[config.mk]
export PLATFORM = sky130hd
export DESIGN_NAME = dbl_host
export DESIGN_NICKNAME = d
export VERILOG_FILES = /design/src/dbl_pulse_timer.v /design/src/dbl_host.v
export VERILOG_INCLUDE_DIRS = /design/src
export SDC_FILE = /design/constraint.sdc
export NUM_CORES = 1
export LEC_CHECK = 0
export BUFFER_PORTS_ARGS = -buffer_cell sky130_fd_sc_hd__buf_2
export CORE_UTILIZATION = 55
export CTS_CLUSTER_SIZE = 40
export DETAILED_ROUTE_END_ITERATION = 10
export PLACE_DENSITY = 0.85
export SLEW_MARGIN = 20
export SYNTH_ARGS = -nofsm -noshare
export SYNTH_HDL_FRONTEND = slang
export SYNTH_SLANG_ARGS = --single-unit
[constraint.sdc]
create_clock -name sys_clk -period 2.1 [get_ports sys_clk]
set_input_delay 0.105 -clock sys_clk [delete_from_list [all_inputs] [get_ports sys_clk]]
set_output_delay 0.105 -clock sys_clk [all_outputs]
set_load 0.02 [all_outputs]
[src/dbl_defines.vh]
`ifndef DBL_DEFINES_VH
`define DBL_DEFINES_VH

// Address line codes (addr1, addr0) for the nibble latches.
`define DBL_SEL_LOWMID    2'b00
`define DBL_SEL_LOW       2'b10
`define DBL_SEL_MID       2'b01
`define DBL_SEL_HIGH      2'b11

// Host command codes.
`define DBL_MODE_NIBBLE   2'b00
`define DBL_MODE_BYTE     2'b01
`define DBL_MODE_TRANSP   2'b10

// Bit positions of the fields inside the 12-bit word.
`define DBL_LOW_LSB       0
`define DBL_MID_LSB       4
`define DBL_HIGH_LSB      8

// Timing: strobe widths and the load hold after write release, in ns.
`define DBL_CLK_PERIOD_NS 25
`define DBL_STROBE_NS     50
`define DBL_LDHOLD_NS     50
`define DBL_SETUP_NS      25

`endif

[src/dbl_pulse_timer.v]
`timescale 1ns/1ps
`include "dbl_defines.vh"

// Counts a programmed number of cycles and flags completion.
module dbl_pulse_timer #(
    parameter WIDTH = 4
) (
    // Clock and reset.
    input  wire             sys_clk,
    input  wire             rst_n,
    // Control.
    input  wire             start,
    input  wire [WIDTH-1:0] count,
    // Status.
    output reg              done
);

    reg [WIDTH-1:0] cnt_q;

    // ****************************************
    // Down counter
    // ****************************************
    // Done pulses for one cycle once the loaded count has run out.
    always @(posedge sys_clk or negedge rst_n) begin
        if (!rst_n) begin
            cnt_q <= {WIDTH{1'b0}};
            done  <= 1'b0;
        end else if (start) begin
            cnt_q <= count;
            done  <= 1'b0;
        end else if (cnt_q != {WIDTH{1'b0}}) begin
            cnt_q <= cnt_q - {{(WIDTH-1){1'b0}}, 1'b1};
            done  <= (cnt_q == {{(WIDTH-1){1'b0}}, 1'b1});
        end else begin
            done  <= 1'b0;
        end
    end

endmodule // dbl_pulse_timer

[src/dbl_host.v]
`timescale 1ns/1ps
`include "dbl_defines.vh"

// Summary of operation
// [RULE1] Device zeros its DAC latch at power-up.
// [RULE2] Low clear zeros DAC latch, ignores select.
// [RULE3] Address, write, select pick target input latches.
// [RULE4] Low enable takes sub-LSBs and two lowest bits.
// [RULE5] Middle enable takes data bits two to five.
// [RULE6] High enable takes data bits six to nine.
// [RULE7] Both address lines low loads low+middle only.
// [RULE8] All twelve DAC latch bits update together.
// [RULE9] DAC latch captures on load rising edge.
// [RULE10] Load held low makes DAC latch transparent.
// [RULE11] Load strobe is asynchronous to write strobe.
// [RULE12] Load low at write release stays 50 ns.
// [RULE13] Input latch is twelve bits wide.
// [RULE14] Host writes zeros into both sub-LSBs.
// [RULE15] Eight data pins, 4+4+4 or 8+4 loading.
// [RULE16] 4-bit host shares low pins with bits 2-5.
// [RULE17] 4-bit host strobes three times per word.
// [RULE18] 8-bit host drives sub-LSBs and bits 0-5.
// [RULE19] Byte and high nibble in any order.
// [RULE20] Fastest: tied address, two write cycles.
// [RULE21] Transparent scheme writes byte before high nibble.
// [RULE22] Address decode of the four nibble selections.
// [RULE23] Latch loads only while write and select low.
// [RULE24] Load low transfers input latch independently.
// [RULE25] Clear low holds DAC latch zero regardless.
module dbl_host #(
    parameter STROBE_CYC = (`DBL_STROBE_NS + `DBL_CLK_PERIOD_NS - 1)
                           / `DBL_CLK_PERIOD_NS,
    parameter LDHOLD_CYC = (`DBL_LDHOLD_NS + `DBL_CLK_PERIOD_NS - 1)
                           / `DBL_CLK_PERIOD_NS,
    parameter SETUP_CYC  = (`DBL_SETUP_NS + `DBL_CLK_PERIOD_NS - 1)
                           / `DBL_CLK_PERIOD_NS
) (
    // Clock and reset.
    input  wire       sys_clk,
    input  wire       rst_n,
    // User command port.
    input  wire       cmdValid,
    input  wire [1:0] cmdMode,
    input  wire       cmdHighFirst,
    input  wire [9:0] cmdData,
    input  wire       cmdClear,
    output reg        cmdReady,
    output reg        cmdDone,
    // Converter pins.
    output reg  [7:0] dataPins,
    output reg        nibble_addr0,
    output reg        nibble_addr1,
    output reg        chip_select_n,
    output reg        write_strobe_n,
    output reg        dac_load_n,
    output reg        clear_n
);

    localparam ST_IDLE  = 3'd0;
    localparam ST_SETUP = 3'd1;
    localparam ST_WRITE = 3'd2;
    localparam ST_GAP   = 3'd3;
    localparam ST_LOAD  = 3'd4;
    localparam ST_HOLD  = 3'd5;

    reg  [2:0]  state_q;
    reg  [1:0]  step_q;
    reg  [1:0]  nSteps_q;
    reg  [11:0] word_q;
    reg  [1:0]  mode_q;
    reg         hiFirst_q;
    reg         tStart_q;
    reg  [3:0]  tCount_q;
    reg  [1:0]  sel_d;
    reg  [7:0]  bus_d;
    wire        tDone;

    dbl_pulse_timer #(
        .WIDTH (4)
    ) u_timer (
        .sys_clk (sys_clk),
        .rst_n   (rst_n),
        .start   (tStart_q),
        .count   (tCount_q),
        .done    (tDone)
    );

    // ****************************************
    // Select and bus value for the current write step
    // ****************************************
    // Byte mode packs sub-LSBs plus bits 0-5 into one write, nibble
    // mode repeats each nibble on both halves of the bus so a 4-bit
    // bus wired in parallel sees valid data either way.
    always @* begin
        sel_d = `DBL_SEL_HIGH;
        bus_d = {word_q[11:8], word_q[11:8]};                // [RULE6]
        if (mode_q == `DBL_MODE_NIBBLE) begin
            case (step_q)
                2'd0: begin
                    sel_d = `DBL_SEL_LOW;                    // [RULE22]
                    bus_d = {word_q[3:0], word_q[3:0]};      // [RULE4] [RULE16]
                end
                2'd1: begin
                    sel_d = `DBL_SEL_MID;
                    bus_d = {word_q[7:4], word_q[7:4]};      // [RULE5]
                end
                default: begin
                    sel_d = `DBL_SEL_HIGH;
                end
            endcase
        // Transparent loads ignore the high-first request: the byte must
        // land first or the converter would briefly show a stale low half.
        end else if ((mode_q == `DBL_MODE_TRANSP) ? (step_q == 2'd0) :
                     ((step_q == 2'd0) != hiFirst_q)) begin
            sel_d = `DBL_SEL_LOWMID;                         // [RULE7] [RULE18]
            bus_d = word_q[7:0];                             // [RULE21]
        end
    end

    // ****************************************
    // Sequencer
    // ****************************************
    // Every pin comes from a flop; the load strobe is only released
    // after the hold count so a late load still meets its width.
    always @(posedge sys_clk or negedge rst_n) begin
        if (!rst_n) begin
            state_q        <= ST_IDLE;
            step_q         <= 2'd0;
            nSteps_q       <= 2'd0;
            word_q         <= 12'h000;
            mode_q         <= `DBL_MODE_NIBBLE;
            hiFirst_q      <= 1'b0;
            tStart_q       <= 1'b0;
            tCount_q       <= 4'h0;
            cmdReady       <= 1'b0;
            cmdDone        <= 1'b0;
            dataPins       <= 8'h00;
            nibble_addr0   <= 1'b0;
            nibble_addr1   <= 1'b0;
            chip_select_n  <= 1'b1;
            write_strobe_n <= 1'b1;
            dac_load_n     <= 1'b1;
            clear_n        <= 1'b0;                          // [RULE2]
        end else begin
            tStart_q <= 1'b0;
            cmdDone  <= 1'b0;
            clear_n  <= ~cmdClear;                           // [RULE25]
            case (state_q)
                ST_IDLE: begin
                    cmdReady <= 1'b1;
                    if (cmdValid && cmdReady) begin
                        cmdReady  <= 1'b0;
                        word_q    <= {cmdData, 2'b00};       // [RULE13] [RULE14]
                        mode_q    <= cmdMode;
                        hiFirst_q <= cmdHighFirst;           // [RULE19]
                        step_q    <= 2'd0;
                        nSteps_q  <= (cmdMode == `DBL_MODE_NIBBLE) ?
                                     2'd2 : 2'd1;            // [RULE15] [RULE17] [RULE20]
                        dac_load_n <= (cmdMode != `DBL_MODE_TRANSP); // [RULE10]
                        tCount_q  <= SETUP_CYC[3:0];
                        tStart_q  <= 1'b1;
                        state_q   <= ST_SETUP;
                    end
                end
                ST_SETUP: begin
                    {nibble_addr1, nibble_addr0} <= sel_d;   // [RULE3]
                    dataPins <= bus_d;
                    chip_select_n <= 1'b0;
                    if (tDone) begin
                        write_strobe_n <= 1'b0;              // [RULE23]
                        tCount_q <= STROBE_CYC[3:0];
                        tStart_q <= 1'b1;
                        state_q  <= ST_WRITE;
                    end
                end
                ST_WRITE: begin
                    if (tDone) begin
                        write_strobe_n <= 1'b1;
                        tCount_q <= SETUP_CYC[3:0];
                        tStart_q <= 1'b1;
                        state_q  <= ST_GAP;
                    end
                end
                ST_GAP: begin
                    chip_select_n <= 1'b1;
                    if (tDone) begin
                        if (step_q != nSteps_q) begin
                            step_q   <= step_q + 2'd1;
                            tCount_q <= SETUP_CYC[3:0];
                            tStart_q <= 1'b1;
                            state_q  <= ST_SETUP;
                        end else begin
                            dac_load_n <= 1'b0;              // [RULE8] [RULE24]
                            tCount_q <= LDHOLD_CYC[3:0];
                            tStart_q <= 1'b1;
                            state_q  <= ST_LOAD;
                        end
                    end
                end
                ST_LOAD: begin
                    // Held low at least the hold time past write release.
                    if (tDone) begin
                        dac_load_n <= 1'b1;                  // [RULE9] [RULE12]
                        state_q    <= ST_HOLD;
                    end
                end
                ST_HOLD: begin
                    cmdDone <= 1'b1;
                    state_q <= ST_IDLE;
                end
                default: begin
                    state_q <= ST_IDLE;
                end
            endcase
        end
    end

endmodule // dbl_host

==> metrics.md <==
| Metric | Value |
|---|---|
| Worst-path clk slew | 0.08 ns |
| Die area | 0.00438 mm2 |
| Max Root-Sink Buffers | 2 |
| GP Congestion | 0.878 |
| Cells after DPL | 283 |
| Finished Core Util | 67.5% |
| Hold slack | 0.0306 ns |
| Port buffer count | 32 |
| Synthesized netlist cell count | 212 |
| Fmax | 555 MHz |
| Core area | 0.00380 mm2 |
| Setup TNS | 0 ns |
| Largest net degree at the start of global routing | 26 |
| WL final | 4200 um |
| Startpoint Class | flip-flop |
| Post-DRT Antenna Nets | 0 |
| Syn_nets | 235 |
| Max cap viols | 0 |
| Non-filler cells, final | 293 |
| Hold path startpoint | cmdData[5] |
| Vias in the first global route | 1449 |
| Post-DR wirelength/cell | 14.3 um |
| Top Ports | 33 |
| Pwr dens | 1600 mW/mm2 |
| Least-Margin Pin Slew | 0.627 ns |
| Hold path cells | 2 |
| Req. time, crit path | 2.28 ns |
| First-pass GRT wire length | 6780 um |
| CTS tree | yes |
| CP Class | reg2reg |
| RSZ-0062 raised after global routing | no |
| H-tree depth | 2 |
| Grt total ovfl | 0 |
| Initial antenna violation count | 0 |
| Die Span Y | 66.2 um |
| Status | complete, no violations |
| Vias per cell | 5.69 |
| Synthesized flop and latch total | 44 |
| GR Util All Layers | 20.9% |
| CTS Sinks | 44 |
| Crit share post-route | 85.8% |
| Mapped Area | 0.00226 mm2 |
| Post CTS Setup Buffer Count | 0 |
| Mean Syn Cell Area | 10.7 um2 |
| Min-delay worst type | in2reg |
| FF-to-FF setup slack | 0.30 ns |
| Worst Path Arrival | 1.98 ns |
| Min cycle time layout | 1.80 ns |
| Worst setup EP type | flip-flop |
| P_leak | 0.00123 uW |
| Max-slew headroom | 57.8% |
| Commonest non-fill, non-tap cell in the layout | dfrtp_1 |
| Filler cells | 287 |
| Detailed Place HPWL | 3100 um |
| DRT iter0 DRCs | 73 |
| Unique masters post-synth | 42 |
| # setup viols final | 0 |
| Row count | 22 |
| Layout cells sized above 1 | 25.3% |
| R2r endpoint | mode_q[1] |
| Worst vdd ir | 0.000719 V |
| 1st-pass router iterations | 4 |
| DRC errors left | 0 |
| Number of flops mapped to enable cells by yosys | 0 |
| Layout Skew | 0.00785 ns |
| Dominant synthesized flop cell | dfrtp_1 |
| Max Slew Vio Count | 0 |
| Clock root buffer | clkbuf_8 |
| Synth warnings | 0 |
| Clk_lat worst skew | 0.30 ns |
| Hold path endpoint | word_q[7] |
| Starting density of the core | 59.6% |
| Sequential-to-total area share from yosys stat | 48.8% |
| Layout area overhead | 13.2% |
| Post-synth ARST share | 100% |
| Tot Pwr | 4100 uW |
| Via count | 1666 |
| Most frequent cells in the layout | dfrtp_1 (41), buf_2 (32), nor2_1 (16) |
| Worst r2r path cells | 3 |
| Final nets | 267 |
| TritonCTS Buffers | 5 |
| Die X-Extent | 66.2 um |
| Fin. Hold Viols | 0 |
| CP Max Fanout | 20 |
| FF-to-FF Start | state_q[1] |
| # diodes | 0 |
report_power, final:
group          total, uW  internal (uW)  leakage, uW  switching, uW
Combinational       1860            888     0.000641            968
Clock                627            353    0.0000552            274
Sequential          1620           1240     0.000533            378
Total               4100           2480      0.00123           1620
worst max path at each step:
stage | from | end | slack (ns)
6_report | state_q[1] | mode_q[1] | 0.30
5_1_grt | u_timer.cnt_q[0] | u_timer.cnt_q[1] | 0.16
4_1_cts | state_q[1] | mode_q[1] | 0.32
3_5_place_dp | state_q[1] | mode_q[1] | 0.33
3_3_place_gp | state_q[1] | word_q[7] | 0.37
2_1_floorplan | state_q[0] | mode_q[0] | 0.37
cell usage after synthesis, types with 2 or more instances:
master     n  area (um2)
and3_1     5        31.3
nor2b_1    6        37.5
xnor2_1    4        35.0
or3_1      2        12.5
inv_1     11        41.3
nor3_1     6        30.0
o21a_1     2        15.0
a22o_1     2        17.5
a211oi_1   4        30.0
mux2_4    13         195
nand3b_1   2        15.0
ha_1       6        75.1
dfrtp_1   41        1030
dfstp_2    3        78.8
nor2_1    16        60.1
nor3b_1    2        15.0
buf_2      3        15.0
o22a_1     4        35.0
mux2i_1    7        70.1
and2_1     2        12.5
o21ai_0   14        70.1
xor2_1     2        17.5
a31oi_1    9        56.3
clkbuf_1   6        22.5
buf_6      3        33.8
nand2_1   14        52.6
a21oi_1    8        40.0
state kept, by name (all words and copies together) (netlist names), 2 cells and up:
| register | flops |
|---|---|
| step_q | 2 |
| nSteps_q | 2 |
| mode_q | 2 |
| word_q | 10 |
| state_q | 3 |
| dataPins | 8 |
| u_timer.cnt_q | 4 |
| tCount_q | 2 |
per-stage QoR:
step                setup WS [ns]  cell area, um2
floorplan                   0.371            2260
global placement            0.374            2440
detailed placement          0.334            2440
CTS                         0.320            2560
global route                0.157            2560
finish                      0.299            2560
cell families (layout without fill, tap and decap cells):
| group | Yosys count | in the layout | share of synthesized area, % |
|---|---|---|---|
| DFF | 44 | 44 | 48.8 |
| buffers and inverters | 23 | 56 | 4.97 |
| xor gates and xnor gates | 6 | 6 | 2.32 |
| AOI/OAI and AO/OA | 51 | 51 | 14.7 |
| muxes | 21 | 21 | 12.2 |
| adders and majority gates | 6 | 6 | 3.31 |
| and+or+nand+nor | 61 | 61 | 13.7 |
area by class of cell:
cell class / instances / area (um2) / area share (%)
Clock buffer: 6 / 72.6 / 2.83
Clock inverter: 2 / 35.0 / 1.37
Inverter: 11 / 41.3 / 1.61
Multi-Input combinational cell: 145 / 1050 / 40.8
Sequential cell: 44 / 1100 / 43.1
Tap cell: 48 / 60.1 / 2.34
Timing Repair Buffer: 37 / 203 / 7.91
what timing repair did:
| item | CTS | global route |
|---|---|---|
| hold buffers | 2 | 0 |
| hold endpoints to repair | 20 | 0 |
| resized for setup | 0 | 0 |
metal layers:
| metal | up-vias | share of wire, % | GRT usage, % |
|---|---|---|---|
| li1 | 818 | - | - |
| met1 | 782 | 46 | 29.5 |
| met3 | 8 | 5.7 | 5.69 |
| met5 | - | 0 | 0 |
| met4 | 0 | 1.1 | 5.32 |
| met2 | 58 | 47 | 32.0 |
critical path, stage by stage (launching register included):
cell and delay [ns]:
dfrtp_1 0.50, or2_1 0.33, or3_4 0.51, mux2_4 0.34
Power figures use the tool's default switching activity.
